### src/pll_cfg_pkg.sv
// Package for the PLL spread and frequency-set configuration slice.
// Assumes APB with 32-bit data; printed offsets are register indexes.
package pll_cfg_pkg;
    localparam int ADDR_W = 10;
    // Register indexes; byte address is four times the index.
    localparam logic [7:0] IDX_P3_N_HIGH = 8'h3C;
    localparam logic [7:0] IDX_P3_N_LOW_R_HIGH = 8'h3D;
    localparam logic [7:0] IDX_P3_R_LOW_Q_HIGH = 8'h3E;
    localparam logic [7:0] IDX_P3_Q_LOW_P_BAND = 8'h3F;
    localparam logic [7:0] IDX_SPREAD_A = 8'h40;
    localparam logic [7:0] IDX_SPREAD_B = 8'h41;
    localparam logic [7:0] IDX_SPREAD_C = 8'h42;
    localparam logic [7:0] IDX_SET_SELECT = 8'h43;
    localparam logic [7:0] IDX_STATUS = 8'h44;
    localparam logic [7:0] IDX_LIMIT = 8'h50;
    // Reset values of the eight bytes.
    localparam logic [7:0] RST_P3_N_HIGH = 8'h00;
    localparam logic [7:0] RST_P3_N_LOW_R_HIGH = 8'h40;
    localparam logic [7:0] RST_P3_R_LOW_Q_HIGH = 8'h02;
    localparam logic [7:0] RST_P3_Q_LOW_P_BAND = 8'h08;
    localparam logic [7:0] RST_SPREAD = 8'h00;
    localparam logic [7:0] RST_SET_SELECT = 8'h00;
    // Field widths of the alternate third-PLL word, then the spread-code width and the setting count.
    localparam int N_W = 12;
    localparam int R_W = 9;
    localparam int Q_W = 6;
    localparam int P_W = 3;
    localparam int CODE_W = 3;
    localparam int SETTINGS = 8;
    // Field limits checked for software visibility.
    localparam logic [5:0] Q_MIN = 6'h10;
    // Spread amounts in hundredths of a percent.
    localparam logic [7:0] SPREAD_OFF = 8'h00;
    localparam logic [7:0] SPREAD_025 = 8'h19;
    localparam logic [7:0] SPREAD_050 = 8'h32;
    localparam logic [7:0] SPREAD_075 = 8'h4B;
    localparam logic [7:0] SPREAD_100 = 8'h64;
    localparam logic [7:0] SPREAD_125 = 8'h7D;
    localparam logic [7:0] SPREAD_150 = 8'h96;
    localparam logic [7:0] SPREAD_200 = 8'hC8;
    // Band thresholds in MHz.
    localparam logic [7:0] BAND_T1 = 8'h7D;
    localparam logic [7:0] BAND_T2 = 8'h96;
    localparam logic [7:0] BAND_T3 = 8'hAF;
    typedef enum logic [1:0] {BAND_LOW, BAND_MID, BAND_HIGH, BAND_TOP} vco_band_e;
endpackage

### src/pin_sync.sv
// Two-flop synchroniser for a group of pin inputs.
// Assumes pins are asynchronous to mclk_in.
`timescale 1ns/1ps
module pin_sync #(
    parameter int WIDTH = 3
) (
    input wire logic mclk_in,
    input wire logic arst_n_in,
    input wire logic [WIDTH-1:0] pins_in,
    output logic [WIDTH-1:0] synced_out
);
    logic [WIDTH-1:0] stage1;
    // First stage feeds only the second.
    always_ff @(posedge mclk_in or negedge arst_n_in) begin
        if (!arst_n_in) begin
            stage1 <= '0;
            synced_out <= '0;
        end else begin
            stage1 <= pins_in;
            synced_out <= stage1;
        end
    end
endmodule // pin_sync

### src/pll_ssc_freq_select_config.sv
// Configuration register slice with APB slave and pin-selected outputs.
// Assumes APB master per protocol and asynchronous setting pins.
//
// Local design decision: the APB interface to the registers.
`timescale 1ns/1ps
module pll_ssc_freq_select_config
    import pll_cfg_pkg::*;
(
    input wire logic mclk_in,
    input wire logic arst_n_in,
    input wire logic psel,
    input wire logic penable,
    input wire logic pwrite,
    input wire logic [ADDR_W-1:0] paddr,
    input wire logic [31:0] pwdata,
    input wire logic [3:0] pstrb,
    output logic [31:0] prdata,
    output logic pready,
    output logic pslverr,
    input wire logic setting_pin_lsb_in,
    input wire logic setting_pin_mid_in,
    input wire logic setting_pin_msb_in,
    input wire logic center_spread_in,
    output logic [N_W-1:0] third_pll_alt_mult_n_out,
    output logic [R_W-1:0] third_pll_alt_frac_r_out,
    output logic [Q_W-1:0] third_pll_alt_div_q_out,
    output logic [P_W-1:0] third_pll_alt_div_p_out,
    output logic [1:0] third_pll_alt_vco_band_out,
    output logic [2:0] active_setting_out,
    output logic [CODE_W-1:0] fourth_pll_spread_code_out,
    output logic [7:0] spread_amount_out,
    output logic center_spread_out,
    output logic fourth_pll_set_choice_out
);
    // ------------------------------------------------------------
    // Helper functions
    // ------------------------------------------------------------
    // Spread amount in hundredths of a percent for a code.
    function automatic logic [7:0] spread_amount(input logic [2:0] code);
        case (code)
            3'h0: spread_amount = SPREAD_OFF;
            3'h1: spread_amount = SPREAD_025;
            3'h2: spread_amount = SPREAD_050;
            3'h3: spread_amount = SPREAD_075;
            3'h4: spread_amount = SPREAD_100;
            3'h5: spread_amount = SPREAD_125;
            3'h6: spread_amount = SPREAD_150;
            default: spread_amount = SPREAD_200;
        endcase
    endfunction

    // Band code for a VCO frequency in MHz; offered for software tools.
    function automatic vco_band_e band_of(input logic [7:0] mhz);
        if (mhz < BAND_T1) begin
            band_of = BAND_LOW;
        end else if (mhz < BAND_T2) begin
            band_of = BAND_MID;
        end else if (mhz < BAND_T3) begin
            band_of = BAND_HIGH;
        end else begin
            band_of = BAND_TOP;
        end
    endfunction

    // ------------------------------------------------------------
    // Register state
    // ------------------------------------------------------------
    logic [7:0] regs [8];
    logic [7:0] next_regs [8];
    logic [31:0] next_prdata;
    logic next_pready;
    logic next_pslverr;
    logic [7:0] idx;
    logic in_bank;
    logic [2:0] slot;
    logic [2:0] pins_sync;
    logic [23:0] spread_word;
    logic [29:0] alt_word;
    logic [2:0] next_active;
    logic [CODE_W-1:0] next_code;
    logic next_choice;
    logic n_bad;
    logic q_bad;
    logic setup;

    assign idx = paddr[9:2];
    assign setup = psel && !penable;
    assign in_bank = (idx >= IDX_P3_N_HIGH) && (idx <= IDX_SET_SELECT);
    assign slot = idx[2:0] ^ IDX_P3_N_HIGH[2:0];
    // The 30-bit word is the four bytes above the band field.
    assign alt_word = {regs[0], regs[1], regs[2], regs[3][7:2]};
    assign spread_word = {regs[4], regs[5], regs[6]};
    assign n_bad = (alt_word[29:18] == '0);
    assign q_bad = (alt_word[8:3] < Q_MIN);

    // Setting pins pass two flops first; center_spread_in is registered once, without the synchroniser.
    pin_sync #(
        .WIDTH(3)
    ) u_pin_sync (
        .mclk_in(mclk_in),
        .arst_n_in(arst_n_in),
        .pins_in({setting_pin_msb_in, setting_pin_mid_in, setting_pin_lsb_in}),
        .synced_out(pins_sync)
    );

    // ------------------------------------------------------------
    // APB next-state logic
    // ------------------------------------------------------------
    // One wait state answers each transfer; a write lands at the completing edge.
    always_comb begin
        for (int i = 0; i < 8; i++) begin
            next_regs[i] = regs[i];
        end
        next_prdata = prdata;
        next_pready = 1'b0;
        next_pslverr = 1'b0;
        if (psel && penable && !pready) begin
            next_pready = 1'b1;
            next_prdata = '0;
            if (in_bank) begin
                if (!pwrite) begin
                    next_prdata = {24'h000000, regs[slot]};
                end
            end else if (idx == IDX_STATUS && !pwrite) begin
                next_prdata = {27'h0000000, q_bad, n_bad, active_setting_out};
            end else begin
                // Unmapped or beyond limit: errors, writes are dropped.
                next_pslverr = 1'b1;
            end
        end else if (setup) begin
            next_prdata = prdata;
        end
        // The write takes effect only where the master samples pready high.
        if (psel && penable && pready && pwrite && in_bank && pstrb[0]) begin
            next_regs[slot] = pwdata[7:0];
        end
    end

    // ------------------------------------------------------------
    // Active-setting selection
    // ------------------------------------------------------------
    // The pin index picks one code and one select bit.
    always_comb begin
        next_active = pins_sync;
        next_code = spread_word[pins_sync*CODE_W +: CODE_W];
        next_choice = regs[7][pins_sync];
    end

    // ------------------------------------------------------------
    // Registers
    // ------------------------------------------------------------
    // All state and outputs register here.
    always_ff @(posedge mclk_in or negedge arst_n_in) begin
        if (!arst_n_in) begin
            regs[0] <= RST_P3_N_HIGH;
            regs[1] <= RST_P3_N_LOW_R_HIGH;
            regs[2] <= RST_P3_R_LOW_Q_HIGH;
            regs[3] <= RST_P3_Q_LOW_P_BAND;
            regs[4] <= RST_SPREAD;
            regs[5] <= RST_SPREAD;
            regs[6] <= RST_SPREAD;
            regs[7] <= RST_SET_SELECT;
            prdata <= '0;
            pready <= 1'b0;
            pslverr <= 1'b0;
            third_pll_alt_mult_n_out <= '0;
            third_pll_alt_frac_r_out <= '0;
            third_pll_alt_div_q_out <= '0;
            third_pll_alt_div_p_out <= '0;
            third_pll_alt_vco_band_out <= '0;
            active_setting_out <= '0;
            fourth_pll_spread_code_out <= '0;
            spread_amount_out <= '0;
            center_spread_out <= 1'b0;
            fourth_pll_set_choice_out <= 1'b0;
        end else begin
            for (int i = 0; i < 8; i++) begin
                regs[i] <= next_regs[i];
            end
            prdata <= next_prdata;
            pready <= next_pready;
            pslverr <= next_pslverr;
            third_pll_alt_mult_n_out <= alt_word[29:18];
            third_pll_alt_frac_r_out <= alt_word[17:9];
            third_pll_alt_div_q_out <= alt_word[8:3];
            third_pll_alt_div_p_out <= alt_word[2:0];
            third_pll_alt_vco_band_out <= regs[3][1:0];
            active_setting_out <= next_active;
            fourth_pll_spread_code_out <= next_code;
            spread_amount_out <= spread_amount(next_code);
            center_spread_out <= center_spread_in;
            fourth_pll_set_choice_out <= next_choice;
        end
    end
endmodule // pll_ssc_freq_select_config

### config.mk
export PLATFORM = sky130hd
export DESIGN_NAME = pll_ssc_freq_select_config
export DESIGN_NICKNAME = d
export VERILOG_FILES = /design/src/pll_cfg_pkg.sv /design/src/pin_sync.sv /design/src/pll_ssc_freq_select_config.sv
export SDC_FILE = /design/constraint.sdc
export NUM_CORES = 1
export LEC_CHECK = 0
export BUFFER_PORTS_ARGS = -buffer_cell sky130_fd_sc_hd__buf_2
export CORE_MARGIN = 3
export CORE_UTILIZATION = 57
export CTS_CLUSTER_DIAMETER = 80
export DETAILED_ROUTE_END_ITERATION = 8
export PLACE_DENSITY = 0.85
export SLEW_MARGIN = 10
export SYNTH_ARGS = -nofsm -noshare
export SYNTH_HDL_FRONTEND = slang
export SYNTH_HIERARCHICAL = 1
export SYNTH_SLANG_ARGS = --single-unit
### constraint.sdc
create_clock -name mclk_in -period 5.1 [get_ports mclk_in]
set_input_delay 0.255 -clock mclk_in [delete_from_list [all_inputs] [get_ports mclk_in]]
set_output_delay 0.255 -clock mclk_in [all_outputs]
set_load 0.01 [all_outputs]
## Yosys cells after proc, flatten, opt, wreduce, memory -nomap -nowiden

Index checks and enable logic that the tools add are counted.

| storage, ports and cells | value |
|---|---|
| logic and storage cells | 69 |
| register bits after elaboration | 152 |
| output and inout bits | 82 |

| operators by class | value |
|---|---|
| multiplexer cells | 16 |
| $lt $le $gt $ge | 6 |
| reduce and logical (&&, ||, !) cells | 13 |
| eq/ne operators | 7 |
| multiply operators | 1 |
| shift-type cells | 1 |
| bitwise operators | 2 |

Operator list:

| operator | count |
|---|---|
| 64-bit bitwise mux | 1 |
| 8-bit one-hot mux with 7 select lines | 1 |
| 32-bit 2-to-1 mux | 1 |
| 8-bit 2-to-1 mux | 4 |
| 8-bit binary-select mux with 3-bit select | 1 |
| 8-bit demux with 3-bit select | 1 |
| 24-bit by 6-bit variable part select with 3-bit output | 1 |
| 12-bit zero test | 1 |
| 3-bit == test, second input constant | 3 |
| 1-bit logical AND | 9 |
| 8-bit by 7-bit == test with 1-bit output, second input constant | 1 |
| 8-bit by 6-bit greater-or-equal comparator with 1-bit output, second input constant | 1 |
| 8-bit by 7-bit <= comparator with 1-bit output, second input constant | 1 |
| 3-bit by 2-bit == test with 1-bit output, second input constant | 2 |
| 6-bit by 5-bit less-than comparator with 1-bit output, second input constant | 1 |
| 3-bit by 2-bit multiplier with 5-bit output, second input constant | 1 |
| 1-bit 2-to-1 mux | 5 |
| 5-bit 2-to-1 mux | 1 |
| 4-bit greater-or-equal comparator, second input constant | 1 |
| 3-bit by 4-bit less-than comparator with 1-bit output, second input constant | 1 |
| 4-bit by 1-bit less-than comparator with 1-bit output, second input constant | 1 |
| 3-bit inverter with 4-bit output | 1 |
| 1-bit binary-select mux with 3-bit select | 1 |
| 3-bit by 1-bit == test with 1-bit output, second input constant | 1 |
| 3 further kinds | 4 |

## Logic depth before layout (Yosys ltp)

| logic depth | value |
|---|---|
| word-level depth | 7 |
| gate-level depth with buffers | 7 |
| depth with buffers taken out | 4 |

## Hierarchy

The synthesis kept the hierarchy.

By module, submodules not included:

| module | cells each | area an instance (sq um) | instances |
|---|---|---|---|
| pll_ssc_freq_select_config | 349 | 5,352.6 | 1 |
| pin_sync | 6 | 150.1 | 1 |

## Least setup slack after synthesis

OpenSTA, ideal clock, no wires.

| path | value |
|---|---|
| path type | input-to-reg |
| start point | input paddr[5] |
| end point | register regs, in the netlist alt_word[0] |
| arrival | 2,190 ps |
| stages on the path | 6 |
| setup slack | 2,785 ps |
| required time | 4,975 ps |
| path through | or4b_4 -> o32a_1 -> buf_6 -> or4_4 -> buf_6 -> mux2_4 |

| between the ends | value |
|---|---|
| cells in the longest elaborated chain, start to end | 4 |

RTL lines:

| element | line | source |
|---|---|---|
| start: declaration | pll_ssc_freq_select_config.sv:14 | `input wire logic [ADDR_W-1:0] paddr,` |
| 8-bit by 6-bit greater-or-equal comparator with 1-bit output or 8-bit by 7-bit <= comparator with 1-bit output (tied branches) | pll_ssc_freq_select_config.sv:88 | `assign in_bank = (idx >= IDX_P3_N_HIGH) && (idx <= IDX_SET_SELECT);` |
| 1-bit logical AND (*) | pll_ssc_freq_select_config.sv:88 |  |
| 1-bit logical AND (*) (2 in a row) | pll_ssc_freq_select_config.sv:134 | `if (psel && penable && pready && pwrite && in_bank && pstrb[0]) begin` |
| end signal: indexed assignment | pll_ssc_freq_select_config.sv:178 | `regs[i] <= next_regs[i];` |
| end: declaration | pll_ssc_freq_select_config.sv:68 | `logic [7:0] regs [8];` |

Every way passes the cells marked *; elsewhere a longest branch is shown, timed or not.
A chain may end at the register's enable or synchronous reset.

## Worst setup path after layout

| path | value |
|---|---|
| start point | input paddr[5] |
| end point | register regs, in the netlist alt_word[8] |

The elaborated chain is that of the path after synthesis.

==> flow_summary_export.csv <==
group,metric,value,unit
floorplanning,start_util,59.0,%
run_status,status,"completed",
final_layout,n_antenna_cell,0,
final_layout,syn2layout_area_growth,18.1,%
sta,finClkSkew,0.00857,ns
power_and_ir_drop,power.density,347,nW/µm²
power_and_ir_drop,peakVddDrop,0.000264,V
yosys,ys.flop_type,"dfrtp_1",
yosys,synth_area_leaders,"dfrtp_1 (57%), mux2_4 (8.7%), mux2_2 (7.4%), mux4_2 (7.4%), buf_4 (3.3%)",
yosys,synth_top_family_by_area,"multiplexers",
cts,cts_hold_buf,5,
global_routing,grt_max_degree,70,
cts,cts.repair.resized,0,
global_routing,antenna_found_initial,0,
yosys,ys_ff_latch,128,
setup_path,slowest_delay,0.75,ns
placement,pre_cts_ws,2.41,ns
final_layout,drive_above_1_share,47.3,%
sta,worst_pin_slew,0.887,ns
sta,maxSlewViolCount,0,
setup_path,start_kind,"primary input",
setup_path,critPathKind,"in -> reg",
cts,cts_buffers,17,
global_routing,globalRouteTotalUtil,24.1,%
floorplanning,die_x,104,µm
detailed_routing,wire_per_inst,21.0,µm
floorplanning,io-pin-count,137,
floorplanning,placeableCoreArea,9330,µm²
min_path,hold_class,"in -> reg",
cts,htreeDepth,4,
cts,post-cts-setup-buffers,0,
yosys,synth_seq_area_share,58.3,%
cts,clock_sinks,128,
detailed_routing,viasPerCell,5.74,
yosys,avgSynthCellArea,15.5,µm²
sta,finalSetupViolCount,0,
yosys,synthMuxAreaShare,25.6,%
sta,slew_headroom,40.0,%
global_routing,grt_pass1_wl,19.8,mm
sta,hold_violations,0,
sta,rsz0062_at_grt,"false",
yosys,yosys.area.top_type,"dfrtp_1",
yosys,synth_cells,355,
setup_path,critical-path-slowest-cell,"nor4_4",
yosys,synthesis.area,5500,µm²
run,max_cap_violations,0,
setup_path,crit_chain,"buf_2 > or4b_4 > o32a_1 > nor4_4 > mux2_2",
detailed_routing,first_pass_iters,4,
yosys,yosysWarnings,6,
yosys,synthXorXnorAreaFrac,0.159,%
detailed_routing,drc_errors,0,
detailed_routing,drt_wl_total,12.3,mm
floorplanning,num_rows,35,
sta,timing.setup.tns,0,ns
yosys,ys_async_sr_fraction,100,%
placement,io_buffer_count,83,
floorplanning,die_area,10900,µm²
sta,period_needed,2.20,ns
detailed_routing,drtIter0Drc,271,
cts,cts_max_path_buffers,2,
final_layout,fillerInstances,605,
yosys,synth_edf_count,0,
cts,path_clk_slew,0.06,ns
cts,cts_tree,"built",
final_layout,fin_nets,499,
global_routing,grt_pass1_vias,3582,
setup_path,worstPathRequired,5.50,ns
cts,cts-root-buf,"clkbuf_8",
setup_path,cp_max_fo,8,
sta,max_freq,455,MHz
sta,worst_slack,2.90,ns
power_and_ir_drop,leakagePower,3.40,nW
yosys,synth.top_cell.area_share,56.8,%
cts,clkLatencyLatePin,0.51,ns
yosys,synth_adder_area_share,0,%
yosys,synthSimpleGateAreaFrac,6.64,%
floorplanning,die_height,104,µm
yosys,synth_compound_area_share,3.59,%
detailed_routing,vias,3363,
setup_path,end_kind,"flop",
sta,timing.final.crit_share,43.1,%
detailed_routing,postRouteAntennaNets,0,
setup_path,arrival,2.60,ns
global_routing,grt_overflow,0,
placement,place.gp.congestion,0.896,
placement,dpl.hpwl,7.95,mm
yosys,synth_cell_type_count,46,
## cells in the mapped netlist (3+ instances only)
cell type	instances
mux4_2	18
buf_6	5
nor3_1	3
buf_4	24
nand3b_1	3
nand3_1	4
nor2_1	5
dfstp_2	3
a21oi_1	3
mux2_4	32
mux2_2	36
inv_1	5
nor4_1	4
or4_4	4
nor4_4	4
nand2b_1	4
mux2i_1	12
dfrtp_1	125
o21ai_0	9
clkbuf_1	10
nand2_1	10
## final timing paths
| check | startpoint | end | slack [ns] | cells past startpoint |
|---|---|---|---|---|
| worst min-delay path | pwdata[6] | alt_word[4] | 0.11 | 2 |
| worst min register to register | u_pin_sync/stage1[1] | u_pin_sync/synced_out[1] | 0.35 | 0 |
| max in group asynchronous | arst_n_in | spread_amount_out[2] | 3.43 | 3 |
| worst max-delay path | paddr[5] | alt_word[8] | 2.90 | 5 |
| min in group asynchronous | arst_n_in | alt_word[2] | 0.40 | 2 |
| worst max register to register | pready | alt_word[8] | 3.03 | 4 |
## cells in the final DEF (no fill, tap or decap), types with 2 or more instances in the layout
master / n
a211oi_1: 2
a21oi_1: 3
a32oi_1: 2
and3_1: 2
buf_2: 82
buf_4: 2
clkbuf_16: 16
clkbuf_8: 2
clkinv_2: 2
clkinv_4: 2
clkinvlp_4: 5
conb_1: 24
dfrtp_1: 125
dfstp_2: 3
dlygate4sd3_1: 5
inv_1: 5
inv_6: 3
mux2_2: 36
mux2_4: 32
mux2i_1: 12
mux4_2: 18
nand2_1: 10
nand2b_1: 4
nand3_1: 4
nand3b_1: 3
nor2_1: 5
nor3_1: 3
nor4_1: 4
nor4_4: 4
o21ai_0: 9
o22ai_1: 2
o32ai_1: 2
or2_2: 2
or4_4: 4
## cell type report
type                       count  area [µm²]  area share (%)
clock buffer                  18         428            6.58
clock inverter                14         133            2.04
inverter                       6        22.5           0.346
multi-input combinational    202        2070            31.9
sequential                   128        3210            49.3
tap                          129         161            2.48
timing repair buffer          89         475            7.31
## power breakdown
| group | switching, mW | internal (mW) | total [mW] |
|---|---|---|---|
| combinational | 0.0676 | 0.0289 | 0.0965 |
| sequential | 0.00813 | 1.02 | 1.03 |
| clock | 0.464 | 0.665 | 1.13 |
## stage by stage
stage | utilization, % | hold slack [ns] | instance area [µm²] | power, mW | std cells
after floorplan | - | -0.0406 | 5590 | 1.11 | 378
final | 69.7 | 0.111 | 6500 | 2.26 | 586
after global placement | 63.1 | 0.338 | 5890 | 1.14 | 549
after CTS | 69.7 | 0.0866 | 6500 | 2.27 | 586
after global routing | 69.7 | 0.0807 | 6500 | 2.33 | 586
after detailed placement | 63.1 | 0.338 | 5890 | 1.14 | 549
## per-layer routing
| metal | vias up | track usage, % | wire [µm] |
|---|---|---|---|
| met5 | - | 0 | 0 |
| met4 | 0 | 10.7 | 272 |
| met3 | 27 | 6.27 | 811 |
| met2 | 155 | 39.7 | 6360 |
| met1 | 1750 | 30.2 | 4850 |
| li1 | 1431 | - | - |
## sequential cells by signal, summed over array words and instances (netlist names), 2 cells and up
name,cells
active_setting_out,3
alt_word,30
fourth_pll_spread_code_out,3
prdata,8
regs,34
spread_amount_out,8
third_pll_alt_div_p_out,3
third_pll_alt_div_q_out,6
third_pll_alt_frac_r_out,9
third_pll_alt_mult_n_out,12
third_pll_alt_vco_band_out,2
u_pin_sync/stage1,3
u_pin_sync/synced_out,3
## worst max-delay path: cells and delay by family
kind	cells	cell delay, ns
buf+inv	1	0.11
simple gates	2	1.31
mux	1	0.42
compound gates	1	0.50
## cells by family (layout without fill, tap and decap cells)
family | count (synthesis) | after routing
AND/OR/NAND/NOR | 50 | 50
XOR/XNOR | 1 | 1
AO/OA/AOI/OAI | 29 | 29
multiplexers | 98 | 98
other | 1 | 24
buffers and inverters | 48 | 127
flip-flops | 128 | 128
Power figures use the tool's default switching activity.
